$ cat src/abn_encoder_pkg.sv
package abn_encoder_pkg;

    // Register indices; the byte address is four times the index
    localparam logic [5:0] IDX_MODE       = 6'h38;
    localparam logic [5:0] IDX_POSITION   = 6'h39;
    localparam logic [5:0] IDX_STEP_CONST = 6'h3A;
    localparam logic [5:0] IDX_FLAGS      = 6'h3B;
    localparam logic [5:0] IDX_LATCH      = 6'h3C;
    localparam logic [5:0] IDX_DEV_LIMIT  = 6'h3D;
    localparam logic [5:0] IDX_IRQ_MASK   = 6'h3E;
    localparam logic [5:0] IDX_RAMP_LATCH = 6'h3F;

    localparam int ADDR_W  = 8;
    localparam int MODE_W  = 11;
    localparam int LIMIT_W = 20;
    localparam int FLAG_W  = 2;

    // Flag bit positions
    localparam int FLAG_INDEX = 0;
    localparam int FLAG_DEV   = 1;

    // Reset values
    localparam logic [10:0] MODE_RST  = 11'h000;
    localparam logic [31:0] CONST_RST = 32'h0001_0000;
    localparam logic [19:0] LIMIT_RST = 20'h0_0000;
    localparam logic [1:0]  MASK_RST  = 2'h3;
    localparam logic [31:0] WORD_RST  = 32'h0000_0000;

    // Fraction moduli for binary and decimal prescaling
    localparam logic [17:0] FRAC_BIN_MOD = 18'h1_0000;
    localparam logic [17:0] FRAC_DEC_MOD = 18'h0_2710;

    localparam logic [1:0] RESP_OKAY   = 2'h0;
    localparam logic [1:0] RESP_SLVERR = 2'h2;

    // Mode register layout, bit 10 down to bit 0
    typedef struct packed {
        logic sel_decimal;
        logic latch_ramp;
        logic clear_on_latch;
        logic edge_inactive;
        logic edge_active;
        logic latch_once;
        logic latch_always;
        logic skip_quadrature_qualify;
        logic pol_index;
        logic pol_b;
        logic pol_a;
    } enc_mode_s;

    typedef enum logic [1:0] {
        WR_IDLE = 2'b01,
        WR_RESP = 2'b10
    } wr_state_e;

    typedef enum logic [1:0] {
        RD_IDLE = 2'b01,
        RD_DATA = 2'b10
    } rd_state_e;

endpackage

$ cat src/abn_encoder_interface.sv
// Behaviour
// - Signed 32-bit encoder position, readable and writable by software at any time.
// - Step constant is signed fixed point: 16 integer bits, 16 fraction bits.
// - Decimal-select bit: fraction counts in 65536ths when clear, 10000ths when set.
// - Flags: bit 0 index event, bit 1 deviation warning; writing one clears.
// - Deviation warning cannot be cleared while the deviation persists.
// - Both flags are ORed onto the interrupt output while set and enabled in the interrupt mask.
// - Qualified index event copies position into read-only latched-position register.
// - Deviation beyond 20-bit limit sets warning; limit zero disables the check.
// - Mode bit 9 also latches the ramp actual position on index latch.
// - Mode bit 8 clears the position to zero after latching it.
// - Mode bits 7:6 pick level, active edge, inactive edge or both edges.
// - Mode bit 5 latches only on the first index event after the write.
// - Mode bit 4 latches on every index event.
// - Mode bit 3 clear: index counts only when A and B levels match.
// - Mode bit 2 sets the index active level: 0 low, 1 high.
// - Mode bits 0 and 1 give required A and B levels.
//
// Decided for this implementation: the AXI4-Lite interface to the registers.
`timescale 1ns/1ns
module abn_encoder_interface
    import abn_encoder_pkg::*;
(
    input  wire logic              clock_i,
    input  wire logic              rst_n_i,
    input  wire logic [ADDR_W-1:0] s_axi_awaddr_i,
    input  wire logic              s_axi_awvalid_i,
    output logic                   s_axi_awready_o,
    input  wire logic [31:0]       s_axi_wdata_i,
    input  wire logic [3:0]        s_axi_wstrb_i,
    input  wire logic              s_axi_wvalid_i,
    output logic                   s_axi_wready_o,
    output logic [1:0]             s_axi_bresp_o,
    output logic                   s_axi_bvalid_o,
    input  wire logic              s_axi_bready_i,
    input  wire logic [ADDR_W-1:0] s_axi_araddr_i,
    input  wire logic              s_axi_arvalid_i,
    output logic                   s_axi_arready_o,
    output logic [31:0]            s_axi_rdata_o,
    output logic [1:0]             s_axi_rresp_o,
    output logic                   s_axi_rvalid_o,
    input  wire logic              s_axi_rready_i,
    input  wire logic              enc_a_i,
    input  wire logic              enc_b_i,
    input  wire logic              enc_n_i,
    input  wire logic [31:0]       ramp_actual_position_i,
    output logic                   irq_o
);

    function automatic logic [31:0] merge_bytes(input logic [31:0] old_v,
                                                input logic [31:0] new_v,
                                                input logic [3:0]  strb);
        logic [31:0] res;
        res = old_v;
        for (int i = 0; i < 4; i++) begin
            if (strb[i]) res[8*i +: 8] = new_v[8*i +: 8];
        end
        return res;
    endfunction

    // Bus state
    wr_state_e         wr_state_ff;
    rd_state_e         rd_state_ff;
    logic              aw_held_ff;
    logic [ADDR_W-1:0] aw_addr_ff;
    logic              w_held_ff;
    logic [31:0]       w_data_ff;
    logic [3:0]        w_strb_ff;
    logic [1:0]        bresp_ff;
    logic [31:0]       rdata_ff;
    logic [1:0]        rresp_ff;

    // Block state
    enc_mode_s         mode_ff;
    logic [31:0]       const_ff;
    logic [19:0]       limit_ff;
    logic [1:0]        mask_ff;
    logic [1:0]        flags_ff;
    logic [31:0]       pos_ff;
    logic [15:0]       frac_ff;
    logic [31:0]       latch_ff;
    logic [31:0]       ramp_latch_ff;
    logic              once_armed_ff;
    logic [2:0]        in_meta_ff;
    logic [2:0]        in_sync_ff;
    logic [2:0]        in_prev_ff;
    logic              qual_prev_ff;

    // Write decode
    logic              do_write;
    logic [5:0]        wr_idx;
    logic [31:0]       wr_word;
    logic              wr_mode;
    logic              wr_pos;
    logic              wr_const;
    logic              wr_flags;
    logic              wr_limit;
    logic              wr_mask;
    logic              wr_known;
    assign s_axi_awready_o = (wr_state_ff == WR_IDLE) && !aw_held_ff;
    assign s_axi_wready_o  = (wr_state_ff == WR_IDLE) && !w_held_ff;
    assign s_axi_bvalid_o  = (wr_state_ff == WR_RESP);
    assign s_axi_bresp_o   = bresp_ff;
    assign s_axi_arready_o = (rd_state_ff == RD_IDLE);
    assign s_axi_rvalid_o  = (rd_state_ff == RD_DATA);
    assign s_axi_rdata_o   = rdata_ff;
    assign s_axi_rresp_o   = rresp_ff;
    assign do_write = (wr_state_ff == WR_IDLE) && aw_held_ff && w_held_ff;
    assign wr_idx   = aw_addr_ff[7:2];
    assign wr_mode  = do_write && (wr_idx == IDX_MODE);
    assign wr_pos   = do_write && (wr_idx == IDX_POSITION);
    assign wr_const = do_write && (wr_idx == IDX_STEP_CONST);
    assign wr_flags = do_write && (wr_idx == IDX_FLAGS);
    assign wr_limit = do_write && (wr_idx == IDX_DEV_LIMIT);
    assign wr_mask  = do_write && (wr_idx == IDX_IRQ_MASK);
    assign wr_known = (wr_idx >= IDX_MODE) && (wr_idx <= IDX_RAMP_LATCH);

    // Address and data are taken in either order and held until both are in
    always_ff @(posedge clock_i) begin
        if (!rst_n_i) begin
            aw_held_ff <= 1'b0;
            aw_addr_ff <= '0;
            w_held_ff  <= 1'b0;
            w_data_ff  <= WORD_RST;
            w_strb_ff  <= 4'h0;
        end else begin
            if (s_axi_awvalid_i && s_axi_awready_o) begin
                aw_held_ff <= 1'b1;
                aw_addr_ff <= s_axi_awaddr_i;
            end else if (do_write) begin
                aw_held_ff <= 1'b0;
            end
            if (s_axi_wvalid_i && s_axi_wready_o) begin
                w_held_ff <= 1'b1;
                w_data_ff <= s_axi_wdata_i;
                w_strb_ff <= s_axi_wstrb_i;
            end else if (do_write) begin
                w_held_ff <= 1'b0;
            end
        end
    end

    always_ff @(posedge clock_i) begin
        if (!rst_n_i) begin
            wr_state_ff <= WR_IDLE;
            bresp_ff    <= RESP_OKAY;
        end else begin
            case (wr_state_ff)
                WR_IDLE: begin
                    if (do_write) begin
                        wr_state_ff <= WR_RESP;
                        bresp_ff    <= wr_known ? RESP_OKAY : RESP_SLVERR;
                    end
                end
                WR_RESP: begin
                    if (s_axi_bready_i) begin
                        wr_state_ff <= WR_IDLE;
                    end
                end
                default: wr_state_ff <= WR_IDLE;
            endcase
        end
    end

    // Read data is sampled at the address handshake
    always_ff @(posedge clock_i) begin
        if (!rst_n_i) begin
            rd_state_ff <= RD_IDLE;
            rdata_ff    <= WORD_RST;
            rresp_ff    <= RESP_OKAY;
        end else begin
            case (rd_state_ff)
                RD_IDLE: begin
                    if (s_axi_arvalid_i) begin
                        rd_state_ff <= RD_DATA;
                        rresp_ff    <= RESP_OKAY;
                        case (s_axi_araddr_i[7:2])
                            IDX_MODE:       rdata_ff <= {21'h0, mode_ff};
                            IDX_POSITION:   rdata_ff <= pos_ff;
                            IDX_FLAGS:      rdata_ff <= {30'h0, flags_ff};
                            IDX_LATCH:      rdata_ff <= latch_ff;
                            IDX_IRQ_MASK:   rdata_ff <= {30'h0, mask_ff};
                            IDX_RAMP_LATCH: rdata_ff <= ramp_latch_ff;
                            IDX_STEP_CONST,
                            IDX_DEV_LIMIT:  rdata_ff <= WORD_RST;
                            default: begin
                                rdata_ff <= WORD_RST;
                                rresp_ff <= RESP_SLVERR;
                            end
                        endcase
                    end
                end
                RD_DATA: begin
                    if (s_axi_rready_i) begin
                        rd_state_ff <= RD_IDLE;
                    end
                end
                default: rd_state_ff <= RD_IDLE;
            endcase
        end
    end

    // Software configuration registers
    always_ff @(posedge clock_i) begin
        if (!rst_n_i) begin
            mode_ff  <= enc_mode_s'(MODE_RST);
            const_ff <= CONST_RST;
            limit_ff <= LIMIT_RST;
            mask_ff  <= MASK_RST;
        end else begin
            if (wr_mode) mode_ff <= enc_mode_s'(wr_word[MODE_W-1:0]);
            if (wr_const) const_ff <= wr_word;
            if (wr_limit) limit_ff <= wr_word[LIMIT_W-1:0];
            if (wr_mask) mask_ff <= wr_word[FLAG_W-1:0];
        end
    end
    always_comb begin
        case (wr_idx)
            IDX_MODE:       wr_word = merge_bytes({21'h0, mode_ff}, w_data_ff, w_strb_ff);
            IDX_POSITION:   wr_word = merge_bytes(pos_ff, w_data_ff, w_strb_ff);
            IDX_STEP_CONST: wr_word = merge_bytes(const_ff, w_data_ff, w_strb_ff);
            IDX_DEV_LIMIT:  wr_word = merge_bytes({12'h0, limit_ff}, w_data_ff, w_strb_ff);
            default:        wr_word = merge_bytes(WORD_RST, w_data_ff, w_strb_ff);
        endcase
    end

    // Input synchronisers: stage one feeds only stage two
    always_ff @(posedge clock_i) begin
        if (!rst_n_i) begin
            in_meta_ff <= 3'h0;
            in_sync_ff <= 3'h0;
            in_prev_ff <= 3'h0;
        end else begin
            in_meta_ff <= {enc_n_i, enc_b_i, enc_a_i};
            in_sync_ff <= in_meta_ff;
            in_prev_ff <= in_sync_ff;
        end
    end

    // Quadrature decode and fixed-point accumulation
    logic        chg_a;
    logic        chg_b;
    logic        quad_step;
    logic        quad_up;
    logic [17:0] frac_mod;
    logic [17:0] frac_sum;
    logic [17:0] frac_dif;
    logic        carry;
    logic        borrow;
    logic [15:0] nxt_frac;
    logic [31:0] step_int;
    logic [31:0] nxt_pos_step;
    assign chg_a     = in_sync_ff[0] ^ in_prev_ff[0];
    assign chg_b     = in_sync_ff[1] ^ in_prev_ff[1];
    assign quad_step = chg_a ^ chg_b;
    assign quad_up   = ~(in_prev_ff[0] ^ in_sync_ff[1]);
    assign frac_mod  = mode_ff.sel_decimal ? FRAC_DEC_MOD : FRAC_BIN_MOD;
    assign frac_sum  = {2'h0, frac_ff} + {2'h0, const_ff[15:0]};
    assign frac_dif  = {2'h0, frac_ff} - {2'h0, const_ff[15:0]};
    assign carry     = (frac_sum >= frac_mod);
    assign borrow    = frac_dif[17];
    assign step_int  = {{16{const_ff[31]}}, const_ff[31:16]};
    always_comb begin
        if (quad_up) begin
            nxt_frac     = carry ? 16'(frac_sum - frac_mod) : frac_sum[15:0];
            nxt_pos_step = pos_ff + step_int + {31'h0, carry};
        end else begin
            nxt_frac     = borrow ? 16'(frac_dif + frac_mod) : frac_dif[15:0];
            nxt_pos_step = pos_ff - step_int - {31'h0, borrow};
        end
    end

    // Index qualification and event detection
    logic qual_now;
    logic index_evt;
    logic latch_go;
    assign qual_now = (in_sync_ff[2] == mode_ff.pol_index) &&
                      (mode_ff.skip_quadrature_qualify ||
                       ((in_sync_ff[0] == mode_ff.pol_a) &&
                        (in_sync_ff[1] == mode_ff.pol_b)));

    always_comb begin
        case ({mode_ff.edge_inactive, mode_ff.edge_active})
            2'b00:   index_evt = qual_now;
            2'b01:   index_evt = qual_now && !qual_prev_ff;
            2'b10:   index_evt = !qual_now && qual_prev_ff;
            default: index_evt = qual_now ^ qual_prev_ff;
        endcase
    end

    assign latch_go = index_evt && (mode_ff.latch_always || once_armed_ff);
    always_ff @(posedge clock_i) begin
        if (!rst_n_i) begin
            qual_prev_ff  <= 1'b0;
            once_armed_ff <= 1'b0;
        end else begin
            qual_prev_ff <= qual_now;
            if (wr_mode) begin
                once_armed_ff <= wr_word[5];
            end else if (latch_go) begin
                once_armed_ff <= 1'b0;
            end
        end
    end

    // Position: software write beats index clear, which beats counting
    always_ff @(posedge clock_i) begin
        if (!rst_n_i) begin
            pos_ff  <= WORD_RST;
            frac_ff <= 16'h0000;
        end else if (wr_pos) begin
            pos_ff  <= wr_word;
            frac_ff <= 16'h0000;
        end else if (latch_go && mode_ff.clear_on_latch) begin
            pos_ff  <= WORD_RST;
            frac_ff <= 16'h0000;
        end else if (quad_step) begin
            pos_ff  <= nxt_pos_step;
            frac_ff <= nxt_frac;
        end
    end

    always_ff @(posedge clock_i) begin
        if (!rst_n_i) begin
            latch_ff      <= WORD_RST;
            ramp_latch_ff <= WORD_RST;
        end else if (latch_go) begin
            latch_ff <= pos_ff;
            if (mode_ff.latch_ramp) begin
                ramp_latch_ff <= ramp_actual_position_i;
            end
        end
    end

    // Deviation check and sticky flags; a set beats a clear
    logic [32:0] dev_diff;
    logic [32:0] dev_abs;
    logic        dev_cond;
    logic [1:0]  flag_set;
    logic [1:0]  flag_clr;
    assign dev_diff = {pos_ff[31], pos_ff} - {ramp_actual_position_i[31], ramp_actual_position_i};
    assign dev_abs  = dev_diff[32] ? 33'(-dev_diff) : dev_diff;
    assign dev_cond = (limit_ff != LIMIT_RST) && (dev_abs > {13'h0, limit_ff});
    assign flag_set = {dev_cond, index_evt};
    assign flag_clr = (wr_flags && w_strb_ff[0]) ? w_data_ff[1:0] : 2'h0;
    always_ff @(posedge clock_i) begin
        if (!rst_n_i) begin
            flags_ff <= 2'h0;
        end else begin
            flags_ff <= flag_set | (flags_ff & ~flag_clr);
        end
    end

    assign irq_o = |(flags_ff & mask_ff);
endmodule // abn_encoder_interface

$ cat config.mk
export PLATFORM = sky130hd
export DESIGN_NAME = abn_encoder_interface
export DESIGN_NICKNAME = d
export VERILOG_FILES = /design/src/abn_encoder_pkg.sv /design/src/abn_encoder_interface.sv
export SDC_FILE = /design/constraint.sdc
export NUM_CORES = 1
export LEC_CHECK = 0
export BUFFER_PORTS_ARGS = -buffer_cell sky130_fd_sc_hd__buf_2
export CAP_MARGIN = 20
export CORE_ASPECT_RATIO = 0.8
export CORE_MARGIN = 2
export CORE_UTILIZATION = 30
export CTS_CLUSTER_DIAMETER = 30
export DETAILED_ROUTE_END_ITERATION = 10
export PLACE_DENSITY = 0.48
export SLEW_MARGIN = 20
export SYNTH_ARGS = -nofsm -noshare
export SYNTH_HDL_FRONTEND = slang
export SYNTH_SLANG_ARGS = --single-unit
$ cat constraint.sdc
create_clock -name clock_i -period 16.5 [get_ports clock_i]
set_input_delay 0.825 -clock clock_i [delete_from_list [all_inputs] [get_ports clock_i]]
set_output_delay 0.825 -clock clock_i [all_outputs]
set_load 0.01 [all_outputs]
After elaboration in Yosys (flattened, before gate mapping)
Cells that the tools add are included.
Storage, ports and cells
  logic and storage cells: 169
  bits in registers: 275
  output and inout bits: 42
  bits of input ports: 94
Operators by class
  magnitude comparators: 4
  eq/ne operators: 27
  multiplexer cells: 43
  add/sub/neg operators: 10
  reduce and logical (&&, ||, !) cells: 41
  bitwise gates (word level): 10
Operators with widths (count)
  32-bit one-hot mux with 6 select lines: 1
  8-bit 2-to-1 mux: 17
  32-bit 2-to-1 mux: 4
  32-bit one-hot mux with 4 select lines: 1
  6-bit == test (second input constant): 14
  16-bit 2-to-1 mux: 3
  33-bit by 20-bit greater-than comparator with 1-bit output: 1
  33-bit 2-to-1 mux: 1
  33-bit negator: 1
  32-bit by 32-bit subtractor with 33-bit output: 1
  32-bit by 1-bit adder with 32-bit output: 1
  32-bit adder: 1
  32-bit by 1-bit subtractor with 32-bit output: 1
  32-bit subtractor: 1
  1-bit logical AND: 21
  20-bit nonzero test: 1
  16-bit by 16-bit adder with 17-bit output: 1
  17-bit >= comparator: 1
  17-bit 2-to-1 mux: 1
  16-bit by 16-bit subtractor with 17-bit output: 1
  16-bit adder: 1
  16-bit subtractor: 1
  2-bit 2-to-1 mux: 7
  2-bit AND reduction: 5
  23 further kinds: 47

Logic depth before layout (Yosys ltp)
  word-level depth: 11
  gate-level depth with buffers: 32
  depth with buffers taken out: 31

Worst setup path before layout
No wires, ideal clock.
  kind: flip-flop to flip-flop
  from: register const_ff[2]
  to: register pos_ff[30]
  data required time: 16426 ps
  data arrival time: 6287 ps
  slack: 10139 ps
  setup time: 74 ps
  path buffers: 1
  cell stages (with the launch flop): 28
  clock period less this slack: 6361 ps
  cells stage by stage: dfxtp_1 inv_1 ha_1 nand2b_1 a21boi_0 o21a_1 o211a_1 o41a_1 or2_2 and4_1 a2111oi_2 buf_2 fa_1 ha_1 nor2_1 fa_1 a21boi_0 o21a_1 o21ai_0 a21oi_1 o41ai_1 a31oi_1 a221oi_1 a21oi_1 a221oi_1 xnor2_1 nand2_1 a31oi_1
On the way
  cells in the longest elaborated chain, start to end: 7
  elaborated cells between the ends (all ways): 9
  classes of those cells: 4 x add/sub; 1 x order compare; 4 x mux
RTL lines
  from (decl): RTL line abn_encoder_interface.sv:75  | logic [31:0] const_ff;
  from (signal assigned): RTL line abn_encoder_interface.sv:212  | if (wr_const) const_ff <= wr_word;
  16-bit by 16-bit adder with 17-bit output: RTL line abn_encoder_interface.sv:258  | assign frac_sum = {2'h0, frac_ff} + {2'h0, const_ff[15:0]};
  17-bit >= comparator: RTL line abn_encoder_interface.sv:260  | assign carry = (frac_sum >= frac_mod);
  32-bit by 1-bit adder with 32-bit output: RTL line abn_encoder_interface.sv:266  | nxt_pos_step = pos_ff + step_int + {31'h0, carry};
  32-bit 2-to-1 mux (*): RTL line abn_encoder_interface.sv:264  | if (quad_up) begin
  32-bit 2-to-1 mux (*): RTL line abn_encoder_interface.sv:317  | end else if (quad_step) begin
  32-bit 2-to-1 mux (*): RTL line abn_encoder_interface.sv:314  | end else if (latch_go && mode_ff.clear_on_latch) begin
  32-bit 2-to-1 mux (*): RTL line abn_encoder_interface.sv:311  | end else if (wr_pos) begin
  to (signal assigned): RTL line abn_encoder_interface.sv:312  | pos_ff <= wr_word;
  to (signal assigned): RTL line abn_encoder_interface.sv:318  | pos_ff <= nxt_pos_step;
  to (decl): RTL line abn_encoder_interface.sv:79  | logic [31:0] pos_ff;
Every way passes the cells marked *; elsewhere a longest branch is shown, timed or not. The select of a mux whose other input is x is not followed.
A chain may end at the register's enable or synchronous reset.

Final worst setup path
  from: register const_ff[1]
  to: register pos_ff[25]
Same word-level chain as after synthesis.

==> qor.csv <==
metric,value,unit
Final TNS setup,0,ps
yosys warns,0,
global-route wire length before repair,115,mm
CTS max path bufs,3,
Final Non-Filler Cells,3886,
asr flop ratio synth,0,%
Die Wd,302,um
Remaining DRCs,0,
CP Launch Type,register,
H-tree depth,2,
RePlAce Congestion,0.857,
cts hold-fix bufs,0,
Mapped Area,21300,sq um
Crit path top cell by count,nor2_1,
worst slew pin tran,1140,ps
fill count,7368,
Syn Inst Count,2821,
Post-synth top cells,"nand2_1, dfxtp_1, inv_1, o21ai_0, ha_1",
Setup CP Type,register to register,
worst skew pair latency,620,ps
worst hold path class,input port to register,
Yosys cell types,101,
post-DR vias/cell,5.32,
synthesized flop and latch total,271,
clock root buffer,clkbuf_16,
final wirelength,74.9,mm
clk slew on worst S/H paths,50,ps
TritonCTS Buffers,60,
Max Fclk,126,MHz
ant diodes,0,
clock sink count,271,
crit end category,register,
Initial Utilization,30.3,%
number of I/O port buffers,129,
final net count,3193,
Max-slew headroom,21.9,%
initial drt markers,1705,
row count,87,
maximum vdd drop,0.0872,mV
reg-to-reg critical path startpoint,const_ff[1],
ratio of cells with drive above 1 in the final layout,11.8,%
DR WL/cell,19.3,um
total setup buffers inserted after CTS,0,
Ports,136,
Critical Path Slowest Stage Cell,a2111oi_0,
most common cell in the netlist,nand2_1,
CP peak stage delay,990,ps
pwr dens,114,nW/um^2
arrival time at the worst endpoint,8530,ps
Syn Area/Cell,7.55,sq um
post-synthesis sequential area ratio,25.5,%
cts repair resizes,0,
max-slew violation count,0,
number of nets still failing antenna checks after routing,0,
detailed placement HPWL,56.1,mm
status,"finished, final reports clean",
CP Max Fanout,10,
Area growth syn-to-layout,17.5,%
Critical Path RT,17060,ps
Die Area,73100,sq um
largest net degree at the start of global routing,124,
number of synthesized flops with an enable pin,0,
DR pass1 iterations,7,
Final Setup Violations,0,
"area leader, netlist",dfxtp_1,
Max-Cap Viols,0,
Setup Skew,19.8,ps
core footprint,70300,sq um
hold_sp,enc_n_i,
vias in the first global route,19700,
largest cells by area after synthesis,"dfxtp_1, ha_1, nand2_1",
Final Hold Viols,0,
gr usage total,19.9,%
Tcrit/Tclk final,48.3,%
Worst Setup SP,const_ff[1],
via count,20700,
placed insts,3773,
die height,242,um
CTS tree,yes,
Synth top area share,25.5,%
LEAKAGE,0.0103,uW
"Remaining Overflow, GRT",0,
RSZ-0062 raised after global routing,false,
initial antenna violation count,3,
Post-synth top flop,dfxtp_1,
min cycle time layout,7970,ps
-- cell type report --
class / instances / area (sq um) / area share (%)
Inverter: 210 / 788 / 3.15
Multi-Input combinational cell: 2192 / 14500 / 57.9
Clock inverter: 43 / 592 / 2.37
Timing Repair Buffer: 167 / 950 / 3.80
Sequential cell: 271 / 5430 / 21.7
Tap cell: 934 / 1170 / 4.67
Clock buffer: 69 / 1620 / 6.46
-- critical path: cells and delay by family (launching register included) --
kind	cells	cell delay [ps]
compound gates	14	4610
xor+xnor	2	290
fa+ha+maj	3	1150
buf+inv	2	280
flops	1	480
simple gates	8	1100
-- flip-flops by register name, indices dropped and copies added, names as in the netlist, 2 cells and up --
name,count
aw_addr_ff,6
pos_ff,32
ramp_latch_ff,32
const_ff,32
s_axi_rdata_o,32
flags_ff,2
limit_ff,20
rd_state_ff,2
latch_ff,32
wr_state_ff,2
frac_ff,16
w_data_ff,32
mask_ff,2
mode_ff,11
in_sync_ff,3
in_meta_ff,3
w_strb_ff,4
in_prev_ff,2
-- placed cells by master (no fill, tap or decap), types with 40 or more instances in the layout --
cell       count
a21boi_0     120
a21oi_1      165
a22oi_1       51
and2_1        93
buf_2        128
clkbuf_16     61
dfxtp_1      271
ha_1         190
inv_1        209
nand2_1      439
nand3_1       49
nor2_1       162
nor2b_1       40
o21ai_0      206
xnor2_1       97
-- metrics by stage --
step | cell area, sq um | setup slack (ps) | utilization, % | power, uW | hold slack (ps)
6_report | 25000 | 8530 | 35.6 | 2850 | 430
2_1_floorplan | 21300 | 10140 | - | 1330 | 412
3_3_place_gp | 22800 | 8710 | 32.4 | 1520 | 431
3_5_place_dp | 22800 | 8610 | 32.4 | 1530 | 425
4_1_cts | 25000 | 8580 | 35.5 | 2860 | 397
5_1_grt | 25000 | 7770 | 35.6 | 3000 | 414
-- worst paths after layout --
check / to / slack (ps) / depth (start not counted)
setup / recovery: pos_ff[25] / 8530 / 29
hold / removal: in_meta_ff[2] / 430 / 2
setup reg to reg: pos_ff[25] / 8530 / 29
hold reg to reg: in_sync_ff[0] / 440 / 1
-- routing by layer --
layer	vias to the layer above	track usage, %	wire [um]
li1	10100	-	-
met1	9832	29.7	37700
met2	603	29.2	30900
met3	106	3.52	4710
met4	2	4.99	1550
met5	-	0	13
-- where the power goes --
part	total [uW]	internal, uW	switching (uW)
registers	717	680	37.2
clock network	1320	890	426
logic	818	332	486
-- logic make-up (layout without fill, tap and decap cells) --
kind of cell / count (synthesis) / after routing / synth area share [%]
adder cells (fa/ha/maj): 197 / 197 / 11.8
AND/OR/NAND/NOR: 961 / 961 / 21.1
other: 1 / 2 / 0.0176
buffers and inverters: 359 / 489 / 6.72
XOR/XNOR: 137 / 137 / 5.76
flip-flops: 271 / 271 / 25.5
multiplexers: 33 / 33 / 1.60
AO/OA/AOI/OAI: 862 / 862 / 27.5
Power figures use the tool's default switching activity.
